**src/hw/uhtf_pkg.sv**
```systemverilog
/*
 * Package for the host token and frame number register slice.
 * Assumes a single 25 MHz clock and a simple strobed register port.
 */
package uhtf_pkg;

  // ****************************************************************
  // Register map (word index; byte address is index times four)
  // ****************************************************************
  localparam logic [7:0] IDX_DEV_ADDR = 8'h00;
  localparam logic [7:0] IDX_FRM_LOW = 8'h01;
  localparam logic [7:0] IDX_FRM_HIGH = 8'h02;
  localparam logic [7:0] IDX_TOKEN = 8'h03;
  localparam logic [7:0] IDX_CTRL = 8'h04;

  // ****************************************************************
  // Field positions
  // ****************************************************************
  localparam int LOW_SPEED_BIT = 7;
  localparam int FRM_HIGH_W = 3;
  localparam int CTRL_HOST_BIT = 0;
  localparam int CTRL_BUSY_BIT = 1;

  // ****************************************************************
  // Reset values and transaction codes
  // ****************************************************************
  localparam logic [7:0] RST_BYTE = 8'h00;
  localparam logic [10:0] RST_FRAME = 11'h000;
  localparam logic [3:0] PID_OUT = 4'h1;
  localparam logic [3:0] PID_IN = 4'h9;
  localparam logic [3:0] PID_SETUP = 4'hD;

  // Token handed to the transaction engine
  typedef struct packed {
    logic [3:0] pid;
    logic [3:0] endpoint_select;
    logic [6:0] bus_device_number;
    logic low_speed_select;
  } uhtf_token_s;

  // Software register port request
  typedef struct packed {
    logic [7:0] addr;
    logic [31:0] wdata;
    logic wr;
    logic rd;
  } uhtf_req_s;

endpackage : uhtf_pkg

```
**src/hw/uhtf_regs.sv**
```systemverilog
/*
 * Register slice: device address, frame number capture and host token.
 * Assumes software accesses are synchronous single-cycle strobes and the
 * receive path pulses sof_seen with the frame count of the received SOF.
 */
// Decided for this implementation: the address-and-strobe port and the register offsets.
`timescale 1ns/100ps
module uhtf_regs (
  // Clock and reset
  input wire logic clk,
  input wire logic reset_n,
  // Register port
  input wire logic [7:0] reg_addr,
  input wire logic [31:0] reg_wdata,
  input wire logic reg_wr,
  input wire logic reg_rd,
  output logic [31:0] reg_rdata,
  // Receive path
  input wire logic sof_seen,
  input wire logic [10:0] sof_frame,
  // Transaction engine
  input wire logic xact_done,
  output logic token_start,
  output uhtf_pkg::uhtf_token_s token_out,
  output logic token_in_progress
);

  // ****************************************************************
  // State
  // ****************************************************************
  typedef struct packed {
    logic [7:0] dev_addr;
    logic [10:0] frame;
    logic [7:0] token;
    logic host_mode;
    logic [31:0] rdata;
    uhtf_pkg::uhtf_token_s tok_out;
  } uhtf_state_s;

  uhtf_state_s state_r;
  uhtf_state_s state_nxt;
  logic start_w;
  logic busy_w;
  logic start_d_r;
  logic token_write;

  // Address match helper, used by the write decoder and the token-write strobe
  function automatic logic hit(input logic [7:0] a, input logic [7:0] idx);
    hit = (a == idx);
  endfunction : hit

  assign token_write = reg_wr && hit(reg_addr, uhtf_pkg::IDX_TOKEN);

  // ****************************************************************
  // Token controller
  // ****************************************************************
  uhtf_token_ctl u_tok (
    .clk(clk),
    .reset_n(reset_n),
    .host_mode(state_r.host_mode),
    .token_write(token_write && !busy_w),
    .xact_done(xact_done),
    .token_start(start_w),
    .token_in_progress(busy_w)
  );

  // Next-state: writes, SOF capture, read mux
  always_comb
  begin
    state_nxt = state_r;
    state_nxt.rdata = 32'h0000_0000;
    if (reg_wr)
    begin
      if (hit(reg_addr, uhtf_pkg::IDX_DEV_ADDR))
      begin
        state_nxt.dev_addr = reg_wdata[7:0];
      end
      if (hit(reg_addr, uhtf_pkg::IDX_FRM_LOW))
      begin
        state_nxt.frame[7:0] = reg_wdata[7:0];
      end
      if (hit(reg_addr, uhtf_pkg::IDX_FRM_HIGH))
      begin
        state_nxt.frame[10:8] = reg_wdata[uhtf_pkg::FRM_HIGH_W-1:0];
      end
      // Token held only while idle so token readback stays truthful
      if (token_write && !busy_w)
      begin
        state_nxt.token = reg_wdata[7:0];
      end
      if (hit(reg_addr, uhtf_pkg::IDX_CTRL))
      begin
        state_nxt.host_mode = reg_wdata[uhtf_pkg::CTRL_HOST_BIT];
      end
    end
    // Hardware capture wins over a same-cycle software write
    if (sof_seen)
    begin
      state_nxt.frame = sof_frame;
    end
    // Latch address and speed for the token being started
    if (start_w)
    begin
      state_nxt.tok_out.pid = state_r.token[7:4];
      state_nxt.tok_out.endpoint_select = state_r.token[3:0];
      state_nxt.tok_out.bus_device_number = state_r.dev_addr[6:0];
      state_nxt.tok_out.low_speed_select =
        state_r.dev_addr[uhtf_pkg::LOW_SPEED_BIT];
    end
    if (reg_rd)
    begin
      case (reg_addr)
        uhtf_pkg::IDX_DEV_ADDR:
        begin
          state_nxt.rdata = {24'h00_0000, state_r.dev_addr};
        end
        uhtf_pkg::IDX_FRM_LOW:
        begin
          state_nxt.rdata = {24'h00_0000, state_r.frame[7:0]};
        end
        uhtf_pkg::IDX_FRM_HIGH:
        begin
          state_nxt.rdata = {29'h0, state_r.frame[10:8]};
        end
        uhtf_pkg::IDX_TOKEN:
        begin
          state_nxt.rdata = {24'h00_0000, state_r.token};
        end
        uhtf_pkg::IDX_CTRL:
        begin
          state_nxt.rdata = {30'h0, busy_w, state_r.host_mode};
        end
        default:
        begin
          state_nxt.rdata = 32'h0000_0000;
        end
      endcase
    end
  end

  // State register, all fields cleared by reset
  always_ff @(posedge clk)
  begin
    if (!reset_n)
    begin
      state_r <= '0;
      start_d_r <= 1'b0;
    end
    else
    begin
      state_r <= state_nxt;
      start_d_r <= start_w;
    end
  end

  // Outputs from flops; start delayed so token_out is already valid
  assign reg_rdata = state_r.rdata;
  assign token_out = state_r.tok_out;
  assign token_start = start_d_r;
  assign token_in_progress = busy_w;

  // ****************************************************************
  // Checks
  // ****************************************************************
  a_sof_capture: assert property (@(posedge clk) disable iff (!reset_n)
    sof_seen |=> (state_r.frame == $past(sof_frame)))
    else $error("frame not captured on SOF");

  a_frm_high_rd: assert property (@(posedge clk) disable iff (!reset_n)
    (reg_rd && reg_addr == uhtf_pkg::IDX_FRM_HIGH)
      |=> (reg_rdata[31:3] == 29'h0000_0000))
    else $error("frame high upper bits nonzero");

  a_frm_low_rd: assert property (@(posedge clk) disable iff (!reset_n)
    (reg_rd && reg_addr == uhtf_pkg::IDX_FRM_LOW)
      |=> (reg_rdata == {24'h00_0000, $past(state_r.frame[7:0])}))
    else $error("frame low readback wrong");

  a_addr_upper_zero: assert property (@(posedge clk) disable iff (!reset_n)
    (reg_rd && (reg_addr == uhtf_pkg::IDX_DEV_ADDR ||
      reg_addr == uhtf_pkg::IDX_TOKEN)) |=> (reg_rdata[31:8] == 24'h00_0000))
    else $error("upper bits nonzero");

  a_addr_write_rd: assert property (@(posedge clk) disable iff (!reset_n)
    (reg_wr && reg_addr == uhtf_pkg::IDX_DEV_ADDR)
      ##1 (reg_rd && reg_addr == uhtf_pkg::IDX_DEV_ADDR)
      |=> (reg_rdata[7:0] == $past(reg_wdata[7:0], 2)))
    else $error("device address readback wrong");

  a_token_speed: assert property (@(posedge clk) disable iff (!reset_n)
    start_w |=> (token_out.low_speed_select ==
      $past(state_r.dev_addr[uhtf_pkg::LOW_SPEED_BIT])))
    else $error("token speed wrong");

  a_token_pid: assert property (@(posedge clk) disable iff (!reset_n)
    start_w |=> (token_out.pid == $past(state_r.token[7:4]))
      && token_start && token_in_progress)
    else $error("token pid or start wrong");

  a_start_on_write: assert property (@(posedge clk) disable iff (!reset_n)
    (token_write && !busy_w && state_r.host_mode) |-> ##2 token_start)
    else $error("token write did not start");

  a_reset_zero: assert property (@(posedge clk)
    !reset_n |=> (state_r.dev_addr == 8'h00 && state_r.token == 8'h00))
    else $error("registers not zero after reset");

endmodule : uhtf_regs

```
**src/hw/uhtf_token_ctl.sv**
```systemverilog
/*
 * Token issue controller: holds busy from a host-mode token write until the
 * transaction engine reports completion or host mode is cleared.
 * Assumes the engine pulses done for one cycle per started token.
 */
`timescale 1ns/100ps
module uhtf_token_ctl (
  // Clock and reset
  input wire logic clk,
  input wire logic reset_n,
  // Control
  input wire logic host_mode,
  input wire logic token_write,
  input wire logic xact_done,
  // Status
  output logic token_start,
  output logic token_in_progress
);

  typedef enum logic {ST_IDLE, ST_BUSY} uhtf_tstate_e;

  typedef struct packed {
    uhtf_tstate_e st;
    logic start;
  } uhtf_tctl_s;

  uhtf_tctl_s state_r;
  uhtf_tctl_s state_nxt;

  // Start only from idle in host mode; a write while busy is dropped
  always_comb
  begin
    state_nxt = state_r;
    state_nxt.start = 1'b0;
    case (state_r.st)
      ST_IDLE:
      begin
        if (token_write && host_mode)
        begin
          state_nxt.st = ST_BUSY;
          state_nxt.start = 1'b1;
        end
      end
      ST_BUSY:
      begin
        // Leaving host mode aborts, since host logic is reset then
        if (xact_done || !host_mode)
        begin
          state_nxt.st = ST_IDLE;
        end
      end
      default:
      begin
        state_nxt.st = ST_IDLE;
      end
    endcase
  end

  // State register
  always_ff @(posedge clk)
  begin
    if (!reset_n)
    begin
      state_r <= '{st: ST_IDLE, start: 1'b0};
    end
    else
    begin
      state_r <= state_nxt;
    end
  end

  assign token_start = state_r.start;
  assign token_in_progress = (state_r.st == ST_BUSY);

  // A start only ever follows a host-mode write, and busy stands with it
  a_busy_after_start: assert property (@(posedge clk) disable iff (!reset_n)
    token_start |-> token_in_progress && $past(token_write && host_mode))
    else $error("start without host write or busy");

endmodule : uhtf_token_ctl

```
**config.mk**
```make
export PLATFORM = sky130hd
export DESIGN_NAME = uhtf_regs
export DESIGN_NICKNAME = d
export VERILOG_FILES = /design/src/hw/uhtf_pkg.sv /design/src/hw/uhtf_regs.sv /design/src/hw/uhtf_token_ctl.sv
export SDC_FILE = /design/constraint.sdc
export NUM_CORES = 1
export LEC_CHECK = 0
export ABC_AREA = 1
export BUFFER_PORTS_ARGS = -buffer_cell sky130_fd_sc_hd__buf_2
export CORE_AREA = 5 5 82 84
export CTS_BUF_LIST = sky130_fd_sc_hd__clkbuf_2 sky130_fd_sc_hd__clkbuf_4 sky130_fd_sc_hd__clkbuf_8
export DETAILED_ROUTE_END_ITERATION = 16
export DIE_AREA = 0 0 87 89
export MAX_ROUTING_LAYER = met4
export PLACE_DENSITY = 0.77
export SYNTH_ARGS = -nofsm -noshare
export SYNTH_HDL_FRONTEND = slang
export SYNTH_SLANG_ARGS = --single-unit
```
**constraint.sdc**
```tcl
create_clock -name clk -period 1.5 [get_ports clk]
set_input_delay 0.15 -clock clk [delete_from_list [all_inputs] [get_ports clk]]
set_output_delay 0.15 -clock clk [all_outputs]
set_load 0.03 [all_outputs]
```
==> run summary, run 1 <==
The total overflow left after global routing is 0. The floorplan step defined a core boundary enclosing 5850 µm². The xor-xnor portion of the synthesized cell area is 0%, and the standby leakage power is 0.00151 µW. From bottom edge to top edge, the die measures 89 µm. The most common cell after layout, fill and taps aside was sky130_fd_sc_hd__nor2_1. Multiplexer cells account for 0% of the synthesized area.

For the number of cells produced by synthesis, the log shows 384. Among the stages of the critical path, the cell type that occurs most often is sky130_fd_sc_hd__nor2_1. Hold is met by 0.113 ns. For this run, design rule violations remaining after detail routing come to 0. After clock tree synthesis, the repair step resized 0 gates. The clock reaches the later pin of the worst-skew pair after 0.31 ns. The count of cell instances traversed by the critical path was 5; the number of hold-repair buffers added at the cts stage was 0.

The share of synthesized area occupied by flip-flops and latches was 39.1%; the initial antenna violation count was 0. Adding up every negative setup slack in the final design gives 0 ns. Highest fanout seen on the critical path: 11. The mean number of vias per cell was 4.78. The final standard cell area without fillers was 2970 µm². For this run, the total global-route usage over all layers was measured as 16.6%. Relative to the synthesized area, the layout overhead comes to 5.41%.

The floorplan step set the die width to 87 µm. Of the available clock period, the critical path in the final layout requires 77.9%. In this run the worst setup path begins at u_tok.token_in_progress. The maximum resistive drop on vdd is 376 µV, and the max-cap violation count is 0. The die covers 7740 µm². Setup violations remaining at the end of the flow were counted as 0. Buffer type at the clock tree root: sky130_fd_sc_hd__clkbuf_8.

The tools report the number of vias after detailed routing as 2,343. The placed instances occupy a cell area of 2880 µm². The logs give 0 for the post-CTS setup repair buffer count and 0.00329 ns for the clock skew after layout.

The number of antenna diodes in the final layout is 0. The logs give 1.75 ns for the data required time of the worst path and 6000 µm for the total length of routed wires. The run gives 0.33 ns as the slack of the worst reg-to-reg path. The number of storage elements in the synthesis netlist came out at 55.

Each instance of the synthesized netlist takes up on average 7.34 µm². For the critical path arrival, the log shows 1.42 ns. The global-route wire length before repair came out at 9960 µm. The run gives 249 as the number of DRC markers after the initial detailed-route iteration.

After detailed routing, the average wire length per cell comes to 12.3 µm. The worst hold path was traced through 4 stages. The buffer levels on the longest clock path was 2.

The cell with the largest stage delay on the worst path was sky130_fd_sc_hd__dfxtp_1. In this run the core area contains 28 standard-cell rows. The tools report the count of H-tree levels built during CTS as 2. Pin count of the biggest net entering global routing: 32. The logs give 4700 µm for the HPWL after detailed placement and 0 for the number of hold violations in the final report.

OpenSTA, run right after detailed placement, puts the worst setup slack at 0.131 ns. Clock tree synthesis inserted a total of 5 buffers. The synthesized netlist devotes 0% of its cell area to adder and majority cells. The worst register-to-register path has a depth of 5. Once the floorplan was initialized, standard cells occupied 48.2% of the core. After clock tree synthesis, the clock-pin slew on the worst setup and hold paths is 0.09 ns. The number of max-slew violations in the final report was 0; the synthesis warning total was 0.

In the layout the commonest cells are 69 x sky130_fd_sc_hd__nor2_1, 58 x sky130_fd_sc_hd__buf_2, 57 x sky130_fd_sc_hd__nand2_1. The port buffer count came out at 58. The tools report the nature of the critical path endpoint as a flop.

The area fraction in and, or, nand and nor cells after synthesis is 31.3%, and the combined buffer and inverter count along the critical path is 1. The run gives 576 as the total of fill cells in the finished design. The setup path with the least slack is of type flop to flop.

The first detailed-routing pass ran for 4 iterations. The largest incremental delay on the critical path came out at 0.36 ns. Via count of the first global-routing pass: 2,146. The launching element type of the critical path was a flop. Traced cell by cell, the critical path runs through nor2_1, nand3_4, inv_2, nor2_1, nor2_1. TritonCTS built the clock tree. The tools report the start of the worst register-to-register path as u_tok.token_in_progress. Summing every instance area after synthesis gives 2820 µm². For this design the ratio of total power to cell area is 875 nW/µm².

In this design, the largest share of critical-path delay is due to simple AND/OR/NAND/NOR gates. Setup slack closes at 0.332 ns. The flow ran to the end, and the final reports show no timing, DRC or antenna violations.

Capturing point of the worst reg2reg path: state_r[49]. The last weighted congestion value of the routability-driven placer came out at 0.871. Setup repair after global routing left no endpoint under its margin.

Cells with a size suffix above 1 make up 23.1% of the layout. At the end of the flow, the number of nets in the layout was 471. The smallest clock period supported by the final layout is computed as 1.17 ns. For this design, the sink count on the clock tree is 55. The count of distinct cell types in the synthesized netlist is 29, and the post-route antenna net violation count is 0. By area, the combinational part of the netlist is dominated by simple AND/OR/NAND/NOR gates.

The share of the synthesized area in compound gates (AO/OA/AOI/OAI) came out at 9.45%. The type of the worst min-delay path is input port to flop. The critical path capture point is state_r[49].

The maximum operating frequency was 856 MHz; the top-level port count was 107.
## registers in the layout (all words and copies together), names as in the netlist
name                     cells
reg_rdata                    8
state_r                     28
token_out                   16
token_start                  1
u_tok.token_in_progress      1
u_tok.token_start            1
## tightest hold or removal path: stages
cell                       delay [ns]
sky130_fd_sc_hd__buf_2           0.08
sky130_fd_sc_hd__inv_1           0.03
sky130_fd_sc_hd__nand2_1         0.07
sky130_fd_sc_hd__a211oi_2        0.06
## cell families after synthesis
kind of cell	count (synthesis)
and+or+nand+nor	188
buffers and inverters	92
DFF	55
AOI/OAI and AO/OA	48
other	1
## worst min-delay path by stage
stage	startpoint	end	slack [ns]
global placement	reg_wdata[4]	state_r[53]	0.43
CTS	xact_done	u_tok.token_in_progress	0.11
finish	xact_done	u_tok.token_in_progress	0.11
floorplan	reg_wdata[7]	state_r[75]	0.28
global route	reg_wdata[3]	state_r[52]	0.12
detailed placement	reg_wdata[4]	state_r[53]	0.44
## cells in the mapped netlist (all sizes together)
master / count / area [µm²]
nand2: 61 / 254
nand4: 1 / 6.26
nor2: 74 / 328
a21oi: 16 / 87.6
clkbuf: 7 / 26.3
conb: 1 / 3.75
nor4: 1 / 6.26
nor3: 1 / 5.00
inv: 29 / 109
dfxtp: 55 / 1100
buf: 56 / 430
nand3: 50 / 283
a211oi: 1 / 12.5
o21ai: 31 / 166
## where the power goes
part | internal [µW] | total [µW] | leakage [µW] | switching [µW]
registers | 1480 | 1490 | 0.000445 | 10.8
logic | 83.2 | 303 | 0.00102 | 220
clock network | 345 | 807 | 0.0000446 | 462
total | 1910 | 2600 | 0.00151 | 692
## area by class of cell
class,instances,area (µm²),share of cell area [%]
multi-input cells,260,1240,41.7
flip-flops and latches,55,1100,37.1
repair buffers,63,340,11.5
inverters,29,109,3.66
well taps,75,93.8,3.16
clock buffers,6,76.3,2.57
clock inverters,2,12.5,0.421
## layer usage
metal | track usage, % | share of wire, %
met1 | 20.6 | 43
met2 | 27.7 | 49
met3 | 2.86 | 6.9
met4 | 4.96 | 1.3
met5 | - | 0
## metrics by stage
step	power (µW)	util, %	instances
final	2600	50.8	490
after global routing	2720	50.8	490
after CTS	2610	50.8	490
after detailed placement	1830	49.3	482
after global placement	1820	49.3	482
after floorplan	1790	-	407
(Power assumes the default switching activity.)
==> run 2: changes to the inputs <==
clock period = 1.1 ns   (was 1.5 ns; I/O delays follow)
==> run 2 against run 1 <==
Sequential share of layout area shrank 1.6 points. First-iteration DRC count shrank 26%. Register-to-register slack got worse by 0.23 ns. Die area is the same. Critical path type is now flop to output pin. Setup slack got worse by 0.30 ns. Largest cell class unchanged. Critical path depth shrank 3. Largest power group unchanged.
==> run summary, run 2 (synthesized netlist as in run 1, its figures left out) <==
The run finished with clean final reports. The maximum resistive drop on vdd is 706 µV (+88%). The max-cap violation count is 0 (unchanged). The global-route wire length before repair is 9870 µm (-0.89%), and the total grt overflow is 0 (unchanged). For the pin count of the biggest net entering global routing, the log shows 32 (unchanged).

The area taken by multi-input logic gates came out at 1240 µm² (+0.20%). The highest fanout seen on the critical path was 3 (-8); the total clock buffers created by CTS was 5 (unchanged). The logs give 1100 µm² (+0.11%) for the combined flip-flop and latch cell area and 0.99 ns (-0.76 ns) for the data required time of the worst path. The post-route clock period utilization is 96.7%. The number of max-slew violations in the final report was 0 (unchanged).

The cell count after placement was 493 (+2.3%); the critical path arrival was 0.95 ns (-0.47 ns). For the total routing usage reported by global routing, the log shows 16.5% (-0.13 points). The run gives 0 ns (unchanged) as the setup total negative slack. TritonCTS built the clock tree. The run gives 0.32 ns (about the same) as the clock latency on the worst-skew pair. The HPWL after detailed placement was 4660 µm (-0.80%). Post-layout total power: 3620 µW (+39%). The number of hold-repair buffers added at the cts stage was 0 (unchanged); the height of the die was 89 µm (unchanged).

The clock skew after layout is 0.0142 ns (+0.0109 ns), and the number of DRC markers after the initial detailed-route iteration is 184 (-26%). The run gives 5850 µm² (unchanged) as the standard cell core area. The clock-pin slew on the worst setup and hold paths came out at 0.10 ns (about the same).

Leaving out fill and tap cells, the most frequent cell in the layout is sky130_fd_sc_hd__nor2_1. The register name with the most flops was state_r. The mean number of vias per cell was 4.66 (-2.4%). The tools report the area enclosed by the die boundary as 7740 µm² (unchanged). The number of hold violations in the final report came out at 0 (unchanged). The number of detailed-route iterations in the first pass is 4 (unchanged). The total setup violations reported at the end of the flow was 0 (unchanged); the fraction of layout cells with a size suffix above 1 was 25.6% (+2.5 points).

Total of fill cells in the finished design: 561 (-2.6%). The number of remaining DRC errors was 0 (unchanged); the die width was 87 µm (unchanged). The total power density per cell area was 1160 nW/µm² (+33%).

The worst setup path is captured at an output pin. The initial cell density of the core was 48.2% (unchanged); the post-synthesis to final-layout area growth was 10.2%. The root buffer cell chosen for the clock tree is sky130_fd_sc_hd__clkbuf_8. The path class of the tightest hold or removal check is input port to flop. Setup repair after global routing left no endpoint under its margin. Timing would allow up to 940 MHz.

The number of core rows is 28 (unchanged). The via count of the first global-routing pass is 2,166 (+0.93%). The logs give 2 (unchanged) for the buffer levels on the longest clock path and 55 (unchanged) for the clock sink total. The average detailed-routed wire length per instance was 11.9 µm (-3.1%).

The library cells used most frequently in the layout, excluding fill and tap cells, are 68 x sky130_fd_sc_hd__nor2_1, 57 x sky130_fd_sc_hd__nand2_1, 57 x sky130_fd_sc_hd__buf_2. The flip-flop count of the largest register after layout came out at 28 (unchanged). Last weighted congestion value of the routability-driven placer: 0.886 (+1.8%).

The port buffer count is 58 (unchanged). The number of vias after detailed routing was 2,337 (-0.26%). For the total length of routed wires, the log shows 5950 µm (-0.97%). STA classifies the critical path startpoint as a flop. For the layout net count, the log shows 482 (+2.3%). Count of H-tree levels built during CTS: 2 (unchanged). The run gives 0 (unchanged) as the initial antenna violation count. The standby leakage power is 0.00158 µW (+4.5%), and the final standard cell utilization of the core is 53.1% (+2.3 points). The top-level port count was 107 (unchanged).

The smallest clock period supported by the final layout is computed as 1.06 ns. The critical path class is flop to output pin. The logs give 501 (+2.2%) for the number of cells in the finished layout apart from fillers and 0 (unchanged) for the number of antenna repair diodes.

The post-route antenna net violation count was 0 (unchanged).
run 2: cell count changes in the layout (fill, tap and decap cells not counted), sizes merged:
cell | before | now
inv | 29 | 30
buf | 63 | 74
clkinvlp | 1 | 0
clkbuf | 6 | 5
clkinv | 1 | 2
run 2: worst max-delay path, cell delays in order, from the launching register on:
cell,delay (ns)
sky130_fd_sc_hd__dfxtp_2,0.34
sky130_fd_sc_hd__buf_4,0.14
sky130_fd_sc_hd__buf_4,0.16
run 2: area by class of cell:
cell class | count | share of cell area (%)
Multi-Input combinational cell | 260 | 40.0
Sequential cell | 55 | 35.5
Timing Repair Buffer | 74 | 14.9
Inverter | 29 | 3.67
Tap cell | 75 | 3.02
Clock buffer | 5 | 2.22
Clock inverter | 3 | 0.725
run 2: path summary, 6_finish.rpt:
check / from / end / slack, ns / depth (start not counted)
worst max-delay path: u_tok.token_in_progress / token_in_progress / 0.04 / 2
worst min register to register: state_r[57] / state_r[57] / 0.49 / 2
worst min-delay path: xact_done / u_tok.token_in_progress / 0.06 / 4
worst max register to register: u_tok.token_in_progress / state_r[49] / 0.10 / 5
run 2: report_power, final:
| part | internal (µW) | switching, µW | leakage, µW |
|---|---|---|---|
| sequential | 2020 | 15.5 | 0.000446 |
| clock | 458 | 690 | 0.0000485 |
| combinational | 133 | 301 | 0.00109 |
| total | 2610 | 1010 | 0.00158 |
run 2: stage by stage:
stage	hold WS [ns]	setup slack [ns]	area, µm²
floorplan	0.245	0.0160	2910
global placement	0.394	-0.0797	3010
detailed placement	0.398	-0.0932	3010
CTS	0.0637	0.00524	3100
global route	0.0674	0.00122	3110
finish	0.0629	0.0360	3110
run 2: repair_timing:
item	in CTS	in global routing
endpoints found under the hold margin	0	0
setup buffers	0	0
setup endpoints to repair	1	9
gates resized for setup	1	3
pin swaps	0	0
run 2: routing by layer:
layer,part of all wire (%),GRT usage [%]
met5,0,-
met4,1.3,4.82
met3,6.4,3.41
met2,48,27.1
met1,44,20.4
==> run 3: changes to the inputs <==
CORE_AREA = 5 5 85 87   (was 5 5 82 84)
DIE_AREA = 0 0 90 92   (was 0 0 87 89)
PLACE_DENSITY = 0.79   (was 0.77)
clock period = 0.95 ns   (was 1.1 ns; I/O delays follow)
==> run 3 against run 2 <==
The run now ends with negative setup slack left. Via count increased by 5.1%. Final area grew 5.0%. Register-to-register slack worse by 0.15 ns.
==> run summary, run 3 (synthesized netlist as in run 1, its figures left out) <==
The run finished, with violations left. The final reports fail on negative setup slack. The area enclosed by the die boundary was 8280 µm² (+6.9%); the global-route wire length before repair was 10,800 µm (+9.4%). The largest incremental delay on the critical path is 0.37 ns (+0.03 ns). The port buffer count was 58 (unchanged). For the number of DRC markers after the initial detailed-route iteration, the log shows 211 (+15%). The tools report the critical path capture point as token_in_progress. The total power density per cell area works out to 1300 nW/µm² (+12%).

Post-layout minimum cycle time: 1.02 ns. The maximum resistive drop on vdd is 619 µV (-12%). Worst setup margin: -0.0681 ns (-0.104 ns). The combined buffer and inverter count along the critical path is 2 (unchanged). The cell with the largest stage delay on the worst path was sky130_fd_sc_hd__dfxtp_4.

The mean number of vias per cell is 4.85 (+3.9%), and the top-level port count is 107 (unchanged). The initial antenna violation count was 0 (unchanged); the average detailed-routed wire length per instance was 12.9 µm (+8.6%). The clock-pin slew on the worst setup and hold paths was 0.09 ns (about the same); the number of hold violations in the final report was 0 (unchanged). CTS placed an instance of sky130_fd_sc_hd__clkbuf_8 at the clock tree root.

The tools report the standard cell core area as 6280 µm² (+7.3%). The highest fanout seen on the critical path is 3 (unchanged). The number of cells in the finished layout apart from fillers was 507 (+1.2%). The count of H-tree levels built during CTS was 2 (unchanged); the met3 layer wire length in the routed design was 494 µm (+29%).

The post-placement setup slack came out at -0.213 ns (-0.119 ns). The total grt overflow is 0 (unchanged). The most critical setup path has its startpoint at u_tok.token_in_progress. In this run the top signal layer used is met4. The post-route antenna net violation count is 0 (unchanged). The run gives 0.873 (-1.5%) as the last weighted congestion value of the routability-driven placer. The most numerous cell on the critical path is sky130_fd_sc_hd__buf_6.

The HPWL after detailed placement is 5020 µm (+7.6%), and the flip-flop count of the largest register after layout is 28 (unchanged). The setup path with the least slack is of type flop to output pin. The clock skew after layout came out at 0.00870 ns (-0.00549 ns). Clock latency on the worst-skew pair: 0.31 ns (about the same). The library cell used most frequently in the layout, excluding fill and tap cells, is sky130_fd_sc_hd__nor2_1. For the number of detailed-route iterations in the first pass, the log shows 5 (+1).

TritonCTS built the clock tree. The die width was 90 µm (+3.4%). The final critical path takes up 107% of the cycle. The post-synthesis to final-layout area growth works out to 15.6%.

Fraction of layout cells with a size suffix above 1: 31.6% (+6.0 points). The worst setup path is captured at an output pin. The total of fill cells in the finished design was 599 (+6.8%); the maximum operating frequency was 982 MHz. The run gives 2,323 (+7.2%) as the via count of the first global-routing pass. The post-CTS setup repair buffer count is 0 (unchanged), and the layout net count is 486 (+0.83%). The launching element type of the critical path is a flop. Launch instance of the worst min-delay path: xact_done. The height of the die works out to 92 µm (+3.4%).

The buffer levels on the longest clock path came out at 2 (unchanged). The family of cells with the greatest summed delay on the critical path was flip-flops. The area taken by multi-input logic gates is 1320 µm² (+6.7%).

The tools report the start of the worst register-to-register path as u_tok.token_in_progress. Setup repair after global routing could not meet its margin everywhere. The number of antenna repair diodes was 0 (unchanged). The logs give 3190 µm (+12%) for the met2 wire length and 0 (unchanged) for the number of max-slew violations in the final report. The type of the worst min-delay path is input port to flop. The max-cap violation count was 0 (unchanged).

The run gives 10 (+10) as the total setup violations reported at the end of the flow. In the layout the commonest cells are 64 x sky130_fd_sc_hd__nor2_1, 54 x sky130_fd_sc_hd__nand2_1, 51 x sky130_fd_sc_hd__dfxtp_1. The total clock buffers created by CTS is 5 (unchanged), and the data required time of the worst path is 0.85 ns (-0.14 ns).

The logs give 32 (unchanged) for the pin count of the biggest net entering global routing and 29 (+3.6%) for the number of core rows. Walking the worst path, the cells encountered are buf_6, buf_6. The total routing usage reported by global routing came out at 15.8% (-0.66 points). The logs give 0 (unchanged) for the number of remaining DRC errors and 0.00161 µW (+2.1%) for the standby leakage power. The tools report the number of vias after detailed routing as 2,457 (+5.1%).

The length in cells of the worst reg-to-reg path came out at 4 (-1). The initial cell density of the core came out at 44.9% (-3.3 points). The cell count after placement is 498 (+1.0%). Clock sink total: 55 (unchanged). The slack of the worst reg-to-reg path was -0.05 ns (-0.15 ns); the detailed-route wire length on metal 1 was 2760 µm (+4.8%). For the combined flip-flop and latch cell area, the log shows 1110 µm² (+0.57%). state_r holds more flip-flops than any other register. The total length of routed wires was 6530 µm (+9.9%). The tools report the capturing point of the worst reg2reg path as state_r[51].

The count of cell instances traversed by the critical path is 2 (unchanged). For the critical path arrival, the log shows 0.92 ns (-0.03 ns).
run 3: cell count changes in the layout (fill, tap and decap cells not counted), moves of 3 or more:
cell	delta
sky130_fd_sc_hd__buf_2	-15
sky130_fd_sc_hd__buf_4	+14
sky130_fd_sc_hd__o21ai_1	-5
sky130_fd_sc_hd__o21ai_2	+5
sky130_fd_sc_hd__inv_1	-4
sky130_fd_sc_hd__inv_2	+4
sky130_fd_sc_hd__nor2_1	-4
sky130_fd_sc_hd__buf_6	+3
sky130_fd_sc_hd__clkbuf_4	+3
sky130_fd_sc_hd__dfxtp_1	-3
sky130_fd_sc_hd__nand2_1	-3
sky130_fd_sc_hd__nand3_2	+3
run 3: worst min-delay path by stage:
stage | endpoint | cells past startpoint
floorplan | state_r[75] | 2
global placement | u_tok.token_in_progress | 4
detailed placement | state_r[75] | 3
CTS | u_tok.token_in_progress | 4
global route | u_tok.token_in_progress | 4
finish | u_tok.token_in_progress | 4
run 3: final cells by class:
cell class,instances,share of cell area (%)
well taps,77,2.96
flip-flops and latches,55,34.0
repair buffers,77,16.0
clock buffers,7,2.76
inverters,29,3.49
clock inverters,1,0.154
multi-input cells,261,40.6
run 3: repair_timing:
| action | in CTS | in global routing |
|---|---|---|
| endpoints found under the setup margin | 14 | 31 |
| gates cloned | 1 | 0 |
| hold buffers | 0 | 0 |
| resized for setup | 13 | 35 |
| pin swaps | 9 | 6 |
run 3: power by group:
part | leakage, µW | switching, µW | internal (µW) | total (µW)
Combinational | 0.00111 | 373 | 168 | 541
Sequential | 0.000448 | 21.7 | 2330 | 2360
Clock | 0.0000517 | 721 | 618 | 1340
run 3: routing by layer:
layer | vias to the layer above | GRT usage [%]
li1 | 1242 | -
met1 | 1097 | 19.7
met2 | 107 | 25.9
met3 | 11 | 3.76
met4 | 0 | 4.09
met5 | - | -
run 3: worst register-to-register path, delay by kind of cell (launching register included):
kind            cells  cell delay (ns)
compound gates      1             0.19
flops               1             0.37
simple gates        3             0.33
run 3: metrics by stage:
stage	area (µm²)	util (%)	TNS, ns	hold slack, ns	power [µW]
6_report	3260	51.9	-0.286	0.0532	4240
5_1_grt	3260	51.9	-0.945	0.0631	4400
4_1_cts	3190	50.9	-0.463	0.0488	4270
3_5_place_dp	3050	48.6	-6.12	0.385	2930
3_3_place_gp	3050	48.6	-5.23	0.374	2920
2_1_floorplan	2940	-	-0.0384	0.230	2830
